`config.mk`:
```
export PLATFORM = sky130hd
export DESIGN_NAME = rlm_logger
export DESIGN_NICKNAME = d
export VERILOG_FILES = /design/src/rlm_pkg.sv /design/src/rlm_fifo.sv /design/src/rlm_sync.sv /design/src/rlm_logger.sv
export VERILOG_INCLUDE_DIRS = /design/src
export SDC_FILE = /design/constraint.sdc
export NUM_CORES = 2
export LEC_CHECK = 0
export BUFFER_PORTS_ARGS = -buffer_cell sky130_fd_sc_hd__buf_2
export CAP_MARGIN = 10
export CORE_MARGIN = 4
export CORE_UTILIZATION = 55
export CTS_CLUSTER_SIZE = 10
export DETAILED_ROUTE_END_ITERATION = 8
export PLACE_DENSITY = 0.83
export SETUP_SLACK_MARGIN = 0.5
export SYNTH_ARGS = -nofsm -noshare
export SYNTH_HDL_FRONTEND = slang
export SYNTH_HIERARCHICAL = 1
export SYNTH_SLANG_ARGS = --single-unit
```
`constraint.sdc`:
```
create_clock -name clk_i -period 19.7 [get_ports clk_i]
set_input_delay 2.955 -clock clk_i [delete_from_list [all_inputs] [get_ports clk_i]]
set_output_delay 2.955 -clock clk_i [all_outputs]
set_load 0.05 [all_outputs]
```
`src/rlm_params.svh`:
```
/*
 * constants for the reading logger: rates, depths, timing counts.
 * assumes a 25 MHz system clock.
 */
`ifndef RLM_PARAMS_SVH
`define RLM_PARAMS_SVH

`define RLM_CLK_HZ 25000000
`define RLM_DEPTH 100
`define RLM_PTR_W 7
`define RLM_DATA_W 24
`define RLM_FIFO_DEPTH 32
`define RLM_RATE_W 3
`define RLM_RATE_EVERY 3'h0
`define RLM_RATE_MAX_CODE 3'h6
`define RLM_RATE_MANUAL 3'h6
// rate periods in seconds
`define RLM_SEC_1 1
`define RLM_SEC_10 10
`define RLM_SEC_60 60
`define RLM_SEC_600 600
`define RLM_SEC_3600 3600
// min/max sample rate per second
`define RLM_MINMAX_HZ 3
`define RLM_SEC_CYC (`RLM_CLK_HZ)
`define RLM_MINMAX_CYC (`RLM_CLK_HZ / `RLM_MINMAX_HZ)
// hold time per rate code step while scrolling, in ms
`define RLM_SCROLL_MS 500
`define RLM_SCROLL_CYC (`RLM_CLK_HZ / 1000 * `RLM_SCROLL_MS)
// location display time, in ms
`define RLM_SHOW_MS 1000
`define RLM_SHOW_CYC (`RLM_CLK_HZ / 1000 * `RLM_SHOW_MS)
// recall flash half period, in ms
`define RLM_FLASH_MS 250
`define RLM_FLASH_CYC (`RLM_CLK_HZ / 1000 * `RLM_FLASH_MS)

`endif

```
`src/rlm_pkg.sv`:
```
/*
 * types for the reading logger.
 * assumes rlm_params.svh is included by users that need numbers.
 */
package rlm_pkg;
	typedef enum logic [1:0] {
		RLM_IDLE,
		RLM_SCROLL,
		RLM_LOG,
		RLM_SHOW
	} rlm_state_t;
endpackage

```
`src/rlm_fifo.sv`:
```
/*
 * small synchronous fifo, valid/ready on both sides.
 * assumes one clock and synchronous active-high reset.
 */
module rlm_fifo #(
	parameter int WIDTH = 24,
	parameter int DEPTH = 32
) (
	input wire logic clk_i, // clock
	input wire logic rst_i, // sync reset
	input wire logic [WIDTH-1:0] in_data_i, // write data
	input wire logic in_valid_i, // write request
	output logic in_ready_o, // not full
	output logic [WIDTH-1:0] out_data_o, // head word
	output logic out_valid_o, // not empty
	input wire logic out_ready_i // head taken
);
	localparam int AW = $clog2(DEPTH);
	logic [WIDTH-1:0] mem_q [DEPTH];
	logic [AW-1:0] wp_q;
	logic [AW-1:0] rp_q;
	logic [AW:0] cnt_q;
	logic wr;
	logic rd;

	// full is the only reason to refuse; an empty fifo must accept
	assign in_ready_o = (32'(cnt_q) < DEPTH);
	assign out_valid_o = (cnt_q != '0);
	assign out_data_o = mem_q[rp_q];
	assign wr = in_valid_i && in_ready_o;
	assign rd = out_valid_o && out_ready_i;

	always_ff @(posedge clk_i) begin
		if (wr) begin
			mem_q[wp_q] <= in_data_i;
		end
	end

	always_ff @(posedge clk_i) begin
		if (rst_i) begin
			wp_q <= '0;
			rp_q <= '0;
		end else begin
			if (wr) begin
				wp_q <= (32'(wp_q) == DEPTH - 1) ? '0 : wp_q + 1'b1;
			end
			if (rd) begin
				rp_q <= (32'(rp_q) == DEPTH - 1) ? '0 : rp_q + 1'b1;
			end
		end
	end

	always_ff @(posedge clk_i) begin
		if (rst_i) begin
			cnt_q <= '0;
		end else if (wr && !rd) begin
			cnt_q <= cnt_q + 1'b1;
		end else if (rd && !wr) begin
			cnt_q <= cnt_q - 1'b1;
		end
	end

	property p_no_overflow;
		@(posedge clk_i) disable iff (rst_i) 32'(cnt_q) <= DEPTH;
	endproperty
	a_no_overflow: assert property (p_no_overflow) else $error("fifo count above depth");
endmodule

```
`src/rlm_sync.sv`:
```
/*
 * two flip-flop synchroniser for one level.
 * assumes asynchronous input, one clock.
 */
module rlm_sync (
	input wire logic clk_i, // clock
	input wire logic rst_i, // sync reset
	input wire logic d_i, // async level
	output logic q_o // synchronised level
);
	logic meta_q;

	always_ff @(posedge clk_i) begin
		if (rst_i) begin
			meta_q <= 1'b0;
			q_o <= 1'b0;
		end else begin
			meta_q <= d_i;
			q_o <= meta_q;
		end
	end
endmodule

```
`src/rlm_logger.sv`:
```
/*
 * reading logger with min/max tracking and relative dB zero.
 * buttons come from the front panel (async, synchronised here);
 * readings come from the measurement engine on clk_i as signed words.
 */
// Notes on behaviour
// - hundred-entry buffer plus min and max while logging
// - rate code 0 every conversion, 1..5 timed, 6 manual
// - manual mode: one store per press
// - min/max sampled three times per second
// - hold scrolls rate; release latches, starts logging
// - short press starts logger without rate choice
// - after manual store show location, one-based
// - relative press in dB captures reference, shows zero
// - press while logging stops, data kept; recall+store ends manual
// - recall indicator flashes when buffer full
// - min/max update while logging, even full
`include "rlm_params.svh"

module rlm_logger (
	input wire logic clk_i, // 25 MHz clock
	input wire logic rst_i, // sync reset, active high
	input wire logic store_clear_button_i, // store/clear button, async, high pressed
	input wire logic recall_button_i, // recall button, async, high pressed
	input wire logic relative_zero_control_i, // relative button, async, high pressed
	input wire logic db_mode_i, // dB mode active, same clock
	input wire logic [`RLM_DATA_W-1:0] reading_i, // signed reading, same clock
	input wire logic reading_valid_i, // one-cycle conversion done strobe
	output logic [`RLM_DATA_W-1:0] display_o, // live reading minus reference
	output logic [`RLM_RATE_W-1:0] rate_o, // shown or latched rate code
	output logic show_rate_o, // rate code being scrolled
	output logic show_loc_o, // buffer location being shown
	output logic [`RLM_PTR_W-1:0] loc_o, // one-based location shown
	output logic logging_indicator_o, // store annunciator
	output logic recall_flash_o, // recall annunciator, flashing when full
	output logic [`RLM_DATA_W-1:0] min_o, // lowest reading
	output logic [`RLM_DATA_W-1:0] max_o, // highest reading
	output logic [`RLM_PTR_W-1:0] count_o, // entries stored
	output logic [`RLM_DATA_W-1:0] last_o // last stored reading
);
	// =====================================
	// button synchronisers and edges
	logic sc_s;
	logic rc_s;
	logic rel_s;
	logic sc_prev_q;
	logic rel_prev_q;
	logic sc_rise;
	logic sc_fall;
	logic rel_rise;

	rlm_sync u_sync_sc (.clk_i(clk_i), .rst_i(rst_i), .d_i(store_clear_button_i), .q_o(sc_s));
	rlm_sync u_sync_rc (.clk_i(clk_i), .rst_i(rst_i), .d_i(recall_button_i), .q_o(rc_s));
	rlm_sync u_sync_rel (.clk_i(clk_i), .rst_i(rst_i), .d_i(relative_zero_control_i),
		.q_o(rel_s));

	always_ff @(posedge clk_i) begin
		if (rst_i) begin
			sc_prev_q <= 1'b0;
			rel_prev_q <= 1'b0;
		end else begin
			sc_prev_q <= sc_s;
			rel_prev_q <= rel_s;
		end
	end
	assign sc_rise = sc_s && !sc_prev_q;
	assign sc_fall = !sc_s && sc_prev_q;
	assign rel_rise = rel_s && !rel_prev_q;

	// =====================================
	// control state machine
	rlm_pkg::rlm_state_t state_q;
	logic [`RLM_RATE_W-1:0] rate_q;
	logic [31:0] scroll_cnt_q;
	logic [31:0] show_cnt_q;
	logic manual_store;
	logic full;
	logic stop_req;

	assign full = (32'(count_o) == `RLM_DEPTH);
	// in manual rate a press means "store"; recall held with it ends the cycle
	assign manual_store = (state_q == rlm_pkg::RLM_LOG) && (rate_q == `RLM_RATE_MANUAL)
		&& sc_rise && !rc_s;
	assign stop_req = (state_q == rlm_pkg::RLM_LOG) && sc_rise
		&& ((rate_q != `RLM_RATE_MANUAL) || rc_s);

	always_ff @(posedge clk_i) begin
		if (rst_i) begin
			state_q <= rlm_pkg::RLM_IDLE;
			rate_q <= `RLM_RATE_EVERY;
			scroll_cnt_q <= '0;
			show_cnt_q <= '0;
		end else begin
			case (state_q)
				rlm_pkg::RLM_IDLE: begin
					if (sc_rise) begin
						state_q <= rlm_pkg::RLM_SCROLL;
						rate_q <= `RLM_RATE_EVERY;
						scroll_cnt_q <= '0;
					end
				end
				rlm_pkg::RLM_SCROLL: begin
					// short press leaves rate at code 0 and still starts
					if (sc_fall) begin
						state_q <= rlm_pkg::RLM_LOG;
					end else if (scroll_cnt_q == `RLM_SCROLL_CYC - 1) begin
						scroll_cnt_q <= '0;
						rate_q <= (rate_q == `RLM_RATE_MAX_CODE) ? `RLM_RATE_EVERY
							: rate_q + 3'h1;
					end else begin
						scroll_cnt_q <= scroll_cnt_q + 32'h1;
					end
				end
				rlm_pkg::RLM_LOG: begin
					if (stop_req) begin
						state_q <= rlm_pkg::RLM_IDLE;
					end else if (manual_store) begin
						state_q <= rlm_pkg::RLM_SHOW;
						show_cnt_q <= '0;
					end
				end
				rlm_pkg::RLM_SHOW: begin
					if (show_cnt_q == `RLM_SHOW_CYC - 1) begin
						state_q <= rlm_pkg::RLM_LOG;
					end else begin
						show_cnt_q <= show_cnt_q + 32'h1;
					end
				end
				default: state_q <= rlm_pkg::RLM_IDLE;
			endcase
		end
	end

	// =====================================
	// rate tick generation
	logic [31:0] sec_cnt_q;
	logic [11:0] sec_tot_q;
	logic sec_tick;
	logic rate_tick;
	logic active;

	assign active = (state_q == rlm_pkg::RLM_LOG) || (state_q == rlm_pkg::RLM_SHOW);
	assign sec_tick = (sec_cnt_q == `RLM_SEC_CYC - 1);

	always_ff @(posedge clk_i) begin
		if (rst_i || !active) begin
			sec_cnt_q <= '0;
			sec_tot_q <= '0;
		end else if (sec_tick) begin
			sec_cnt_q <= '0;
			sec_tot_q <= (sec_tot_q == 12'(`RLM_SEC_3600 - 1)) ? '0 : sec_tot_q + 12'h1;
		end else begin
			sec_cnt_q <= sec_cnt_q + 32'h1;
		end
	end

	always_comb begin
		case (rate_q)
			3'h0: rate_tick = reading_valid_i;
			3'h1: rate_tick = sec_tick;
			3'h2: rate_tick = sec_tick && (32'(sec_tot_q) % `RLM_SEC_10 == `RLM_SEC_10 - 1);
			3'h3: rate_tick = sec_tick && (32'(sec_tot_q) % `RLM_SEC_60 == `RLM_SEC_60 - 1);
			3'h4: rate_tick = sec_tick && (32'(sec_tot_q) % `RLM_SEC_600 == `RLM_SEC_600 - 1);
			3'h5: rate_tick = sec_tick && (32'(sec_tot_q) == `RLM_SEC_3600 - 1);
			default: rate_tick = manual_store;
		endcase
	end

	// =====================================
	// store path through fifo into the 100-entry buffer
	logic [`RLM_DATA_W-1:0] cur_q;
	logic store_req;
	logic fifo_in_ready;
	logic [`RLM_DATA_W-1:0] fifo_data;
	logic fifo_valid;
	logic buf_ready;
	logic [`RLM_DATA_W-1:0] mem_q [`RLM_DEPTH];

	always_ff @(posedge clk_i) begin
		if (rst_i) begin
			cur_q <= '0;
		end else if (reading_valid_i) begin
			cur_q <= reading_i;
		end
	end

	// rate 0 stores the new conversion itself, others the latest one
	assign store_req = (state_q == rlm_pkg::RLM_LOG) && rate_tick && !stop_req;
	assign buf_ready = !full;

	rlm_fifo #(.WIDTH(`RLM_DATA_W), .DEPTH(`RLM_FIFO_DEPTH)) u_fifo (
		.clk_i(clk_i),
		.rst_i(rst_i),
		.in_data_i((rate_q == `RLM_RATE_EVERY) ? reading_i : cur_q),
		.in_valid_i(store_req),
		.in_ready_o(fifo_in_ready),
		.out_data_o(fifo_data),
		.out_valid_o(fifo_valid),
		.out_ready_i(buf_ready)
	);

	always_ff @(posedge clk_i) begin
		if (fifo_valid && buf_ready) begin
			mem_q[count_o] <= fifo_data;
		end
	end

	// stop at the hundredth entry; excess words drain into the fifo unused
	always_ff @(posedge clk_i) begin
		if (rst_i) begin
			count_o <= '0;
			last_o <= '0;
		end else if (fifo_valid && buf_ready) begin
			count_o <= count_o + 7'h1;
			last_o <= fifo_data;
		end
	end

	// =====================================
	// min/max at three samples per second
	logic [31:0] mm_cnt_q;
	logic mm_seen_q;
	logic mm_tick;

	assign mm_tick = (mm_cnt_q == `RLM_MINMAX_CYC - 1);

	always_ff @(posedge clk_i) begin
		if (rst_i || !active) begin
			mm_cnt_q <= '0;
		end else begin
			mm_cnt_q <= mm_tick ? '0 : mm_cnt_q + 32'h1;
		end
	end

	always_ff @(posedge clk_i) begin
		if (rst_i) begin
			min_o <= '0;
			max_o <= '0;
			mm_seen_q <= 1'b0;
		end else if (state_q == rlm_pkg::RLM_SCROLL && sc_fall) begin
			mm_seen_q <= 1'b0;
		end else if (active && mm_tick) begin
			mm_seen_q <= 1'b1;
			if (!mm_seen_q || $signed(cur_q) < $signed(min_o)) begin
				min_o <= cur_q;
			end
			if (!mm_seen_q || $signed(cur_q) > $signed(max_o)) begin
				max_o <= cur_q;
			end
		end
	end

	// =====================================
	// relative reference and display
	logic [`RLM_DATA_W-1:0] ref_q;

	always_ff @(posedge clk_i) begin
		if (rst_i) begin
			ref_q <= '0;
		end else if (rel_rise) begin
			ref_q <= db_mode_i ? cur_q : '0;
		end
	end

	always_ff @(posedge clk_i) begin
		if (rst_i) begin
			display_o <= '0;
		end else if (rel_rise && db_mode_i) begin
			display_o <= '0;
		end else begin
			display_o <= cur_q - ref_q;
		end
	end

	// =====================================
	// indicators
	logic [31:0] flash_cnt_q;

	always_ff @(posedge clk_i) begin
		if (rst_i) begin
			flash_cnt_q <= '0;
			recall_flash_o <= 1'b0;
		end else if (!full) begin
			flash_cnt_q <= '0;
			recall_flash_o <= 1'b0;
		end else if (flash_cnt_q == `RLM_FLASH_CYC - 1) begin
			flash_cnt_q <= '0;
			recall_flash_o <= !recall_flash_o;
		end else begin
			flash_cnt_q <= flash_cnt_q + 32'h1;
		end
	end

	always_ff @(posedge clk_i) begin
		if (rst_i) begin
			logging_indicator_o <= 1'b0;
			show_rate_o <= 1'b0;
			show_loc_o <= 1'b0;
			rate_o <= '0;
			loc_o <= '0;
		end else begin
			logging_indicator_o <= active;
			show_rate_o <= (state_q == rlm_pkg::RLM_SCROLL);
			show_loc_o <= (state_q == rlm_pkg::RLM_SHOW);
			rate_o <= rate_q;
			loc_o <= count_o;
		end
	end

	// =====================================
	// checks
	property p_full_stops;
		@(posedge clk_i) disable iff (rst_i) full |=> $stable(count_o);
	endproperty
	a_full_stops: assert property (p_full_stops) else $error("count moved when full");

	property p_count_max;
		@(posedge clk_i) disable iff (rst_i) 32'(count_o) <= `RLM_DEPTH;
	endproperty
	a_count_max: assert property (p_count_max) else $error("count above depth");

	property p_manual_one;
		@(posedge clk_i) disable iff (rst_i) store_req && rate_q == `RLM_RATE_MANUAL
			|-> manual_store;
	endproperty
	a_manual_one: assert property (p_manual_one) else $error("manual store without press");

	property p_release_logs;
		@(posedge clk_i) disable iff (rst_i) state_q == rlm_pkg::RLM_SCROLL && sc_fall
			|=> ##1 logging_indicator_o;
	endproperty
	a_release_logs: assert property (p_release_logs) else $error("no logging after release");

	property p_stop;
		@(posedge clk_i) disable iff (rst_i) stop_req |=> ##1 !logging_indicator_o
			&& $stable(count_o);
	endproperty
	a_stop: assert property (p_stop) else $error("stop misbehaved");

	property p_rel_zero;
		@(posedge clk_i) disable iff (rst_i) rel_rise && db_mode_i |=> display_o == '0;
	endproperty
	a_rel_zero: assert property (p_rel_zero) else $error("display not zero after rel");

	property p_mm_hold;
		@(posedge clk_i) disable iff (rst_i) !active && !(state_q == rlm_pkg::RLM_SCROLL)
			|=> $stable(min_o) && $stable(max_o);
	endproperty
	a_mm_hold: assert property (p_mm_hold) else $error("min/max moved while off");

	property p_mm_order;
		@(posedge clk_i) disable iff (rst_i) mm_seen_q |-> $signed(min_o) <= $signed(max_o);
	endproperty
	a_mm_order: assert property (p_mm_order) else $error("min above max");

	property p_show_loc;
		@(posedge clk_i) disable iff (rst_i) manual_store && !full ##1 1 |-> ##2
			show_loc_o && 32'(loc_o) >= 1;
	endproperty
	a_show_loc: assert property (p_show_loc) else $error("location not shown");

	c_full: cover property (@(posedge clk_i) disable iff (rst_i) full);
	c_manual: cover property (@(posedge clk_i) disable iff (rst_i) manual_store);
	c_rel: cover property (@(posedge clk_i) disable iff (rst_i) rel_rise && db_mode_i);
	c_stop: cover property (@(posedge clk_i) disable iff (rst_i) stop_req);
endmodule

```
==> impl_results.md <==
* Vias in the first global route at 32209
* GPL Wtd Cong at 0.9225
* Sequential fraction of the synthesis area at 61.13%
* Layout cell share with drive strength beyond 1 at 13.66%
* Drt via density at 6.346
* IO buf count at 147
* Die area at 0.09563 sq mm
* Data required time of the worst path at 20.11 ns
* Max Freq at 102.2 MHz
* Final HPWL from detailed placement at 79930 microns
* Max Slew Vio Count at 0
* Pwr Total at 5.694 mW
* Max Cap Violations at 0
* Hold Crit Class: flip-flop to flip-flop
* Filler cell count at 6484
* Peak supply drop at 112.1 uV
* Nature of the critical path endpoint: flip-flop
* Cell count after synthesis at 3968
* Global-route wire length before repair at 193900 microns
* Mapped Avg Cell Area at 12.58 sq um
* Largest fanout on the critical path at 29
* Hold Violations, Final at 0
* Total number of yosys warnings at 6
* DRT Wirelength at 130100 microns
* Crit share post-route at 49.65%
* Die Width at 309.2 microns
* Post-CTS sizing at 0
* RR Endpoint: u_fifo/mem_q[7][0]$_DFFE_PP_
* Reg2Reg Depth at 25
* Worst Hold End: u_sync_sc/q_o$_SDFF_PP0_
* Cell repeated most along the worst path: nand2_1
* Per-cell routed wire length at 24.27 microns
* Hold slack at 0.4410 ns
* Crit path DAT at 10.19 ns
* Post-route ant nets at 0
* Distinct cells, synth at 109
* Initial drt markers at 4254
* Setup TNS at 0 ns
* Post-Layout Cell Count at 5361
* Layout Utilization at 61.95%
* Reg clk slew, reported paths at 0.05 ns
* Die height at 309.2 microns
* H-tree depth at 4
* CP delay by family, top: simple AND/OR/NAND/NOR gates
* EDFF count, synth at 768
* Num Clock Sinks at 1140
* Slowest cell on crit path: dfxtp_1
* Total GRT Usage at 26.50%
* RSZ-0062 raised after global routing: no
* Overflow after GRT at 0
* Post-place setup slack at 10.07 ns
* Layout net count at 4240
* Largest net degree at the start of global routing at 132
* Setup Buffers After CTS at 0
* Final setup fails at 0
* DP Area at 0.05168 sq mm
* # rows at 110
* CTS buffer count at 133
* Multi-input logic area at 0.01814 sq mm
* Hold Path Stages at 1
* Final WS setup at 9.919 ns
* Io pins at 148
* Via count at 34021
* Dpl cells at 5135
* Cell Pwr Density at 102.1 mW/mm^2
* FF+latch count, synth at 1140
* Fin area at 0.05577 sq mm
* Slew @ Worst Pin at 1.381 ns
* Status: finished, final reports clean
* # DRC at 0
* Root Driver: clkbuf_16
* DRT Pass-1 Iters at 7
* Most common cell after layout, fill and taps aside: edfxtp_1
* Synthesized net count at 4099
* Worst Path Buf+Inv at 2
* R2R setup slack at 9.92 ns
* Async set-reset flop share out of synthesis at 0%
* Clk_lat worst skew at 0.74 ns
* Kind of critical path: flip-flop to flip-flop
* Initial antenna violation count at 9
* Cell area after synthesis at 0.04991 sq mm
* Register Area at 0.03052 sq mm
* CTS tree: yes
* Hold_sp: u_sync_sc/meta_q$_SDFF_PP0_
* Main flop type after synthesis: edfxtp_1
* Core area at 0.09001 sq mm
* Initial cell density of the core at 55.45%
* Final period demand of the worst path at 9.781 ns
* Origin of the critical flop-to-flop path: sec_tot_q[11]$_SDFFE_PP0P_
* Slew HR at 7.839%
* CP startpoint kind: flip-flop
* Clock tree buffer depth at 3
* Pleak at 18.89 nW
* Skew final at 0.04456 ns
* Post-CTS Hold Buffers at 0
* Max incr delay on CP at 0.95 ns
* Most frequent cells in the layout: edfxtp_1 (768), dfxtp_1 (370), nor2_1 (369)
* Layout area overhead at 11.74%
power breakdown:
| part | internal (mW) | switching [mW] |
|---|---|---|
| logic | 0.269 | 0.538 |
| clock network | 1.27 | 0.949 |
| registers | 2.61 | 0.0646 |
| total | 4.14 | 1.55 |
cells by family (layout without fill, tap and decap cells):
group                      Yosys count  count (layout)  synth area share (%)
and+or+nand+nor                   1238            1238                 12.11
DFF                               1140            1140                 61.13
AOI/OAI and AO/OA                  593             593                 7.980
muxes                              393             393                 10.36
buffers and inverters              331             542                 2.835
xor gates and xnor gates           170             170                 2.983
adders and majority gates          103             103                 2.597
other                                0               6                     0
cell usage after synthesis, drive strengths merged (14+ instances only):
master  number  area (sq um)
a211oi      18         162.7
a21o        25         187.7
a21oi      163         823.3
a22oi      149          1129
a31oi       18         118.9
and2        17         111.4
and3        63         394.1
buf         81         476.7
clkbuf     114         427.9
dfxtp      372          7447
edfxtp     768         23060
ha          98          1226
inv        134         503.0
mux2        26         296.5
mux2i      271          2713
mux4        96          2162
nand2      238         893.4
nand2b      22         137.6
nand3      165         825.8
nand4       81         506.7
nor2       410          1568
nor2b       41         264.0
nor3        73         380.4
nor4        29         187.7
o211ai      14         120.1
o21ai      112         583.1
or3         30         192.7
xnor2       67         586.8
xor2       103         902.1
worst max-delay path by stage:
stage                                           from                             end  slack (ns)  cells after the start
after global routing      sec_tot_q[10]$_SDFFE_PP0P_    u_fifo/mem_q[7][6]$_DFFE_PP_        9.26                     27
after CTS                 sec_tot_q[11]$_SDFFE_PP0P_  u_fifo/mem_q[12][10]$_DFFE_PP_        9.99                     24
after floorplan           sec_tot_q[10]$_SDFFE_PP0P_   u_fifo/mem_q[13][0]$_DFFE_PP_       11.99                     29
final                     sec_tot_q[11]$_SDFFE_PP0P_    u_fifo/mem_q[7][0]$_DFFE_PP_        9.92                     25
after detailed placement  sec_tot_q[11]$_SDFFE_PP0P_   u_fifo/mem_q[0][11]$_DFFE_PP_       10.07                     24
after global placement    sec_tot_q[10]$_SDFFE_PP0P_   u_fifo/mem_q[4][11]$_DFFE_PP_       10.24                     26
sequential cells by signal, summed over array words and instances, names as in the netlist, 32 cells and up, named ones only:
signal and count:
show_cnt_q 32, scroll_cnt_q 32, mm_cnt_q 32, sec_cnt_q 32
u_fifo/mem_q 768, flash_cnt_q 32
metal layers:
layer | vias to the layer above | GRT usage, % | part of all wire, %
met3 | 402 | 5.393 | 9.1
met1 | 16585 | 34.18 | 37
met5 | - | 0.04948 | 0
met2 | 1937 | 43.36 | 48
li1 | 15097 | - | -
met4 | 0 | 12.67 | 5.2
layout make-up:
class / instances / share of cell area [%]
clock inverter: 14 / 0.4083
sequential: 1140 / 54.72
inverter: 136 / 0.9154
tap: 1176 / 2.639
timing repair buffer: 201 / 2.313
antenna: 6 / 0.02692
clock buffer: 191 / 6.451
multi-input combinational: 2497 / 32.52
Power figures use the tool's default switching activity.
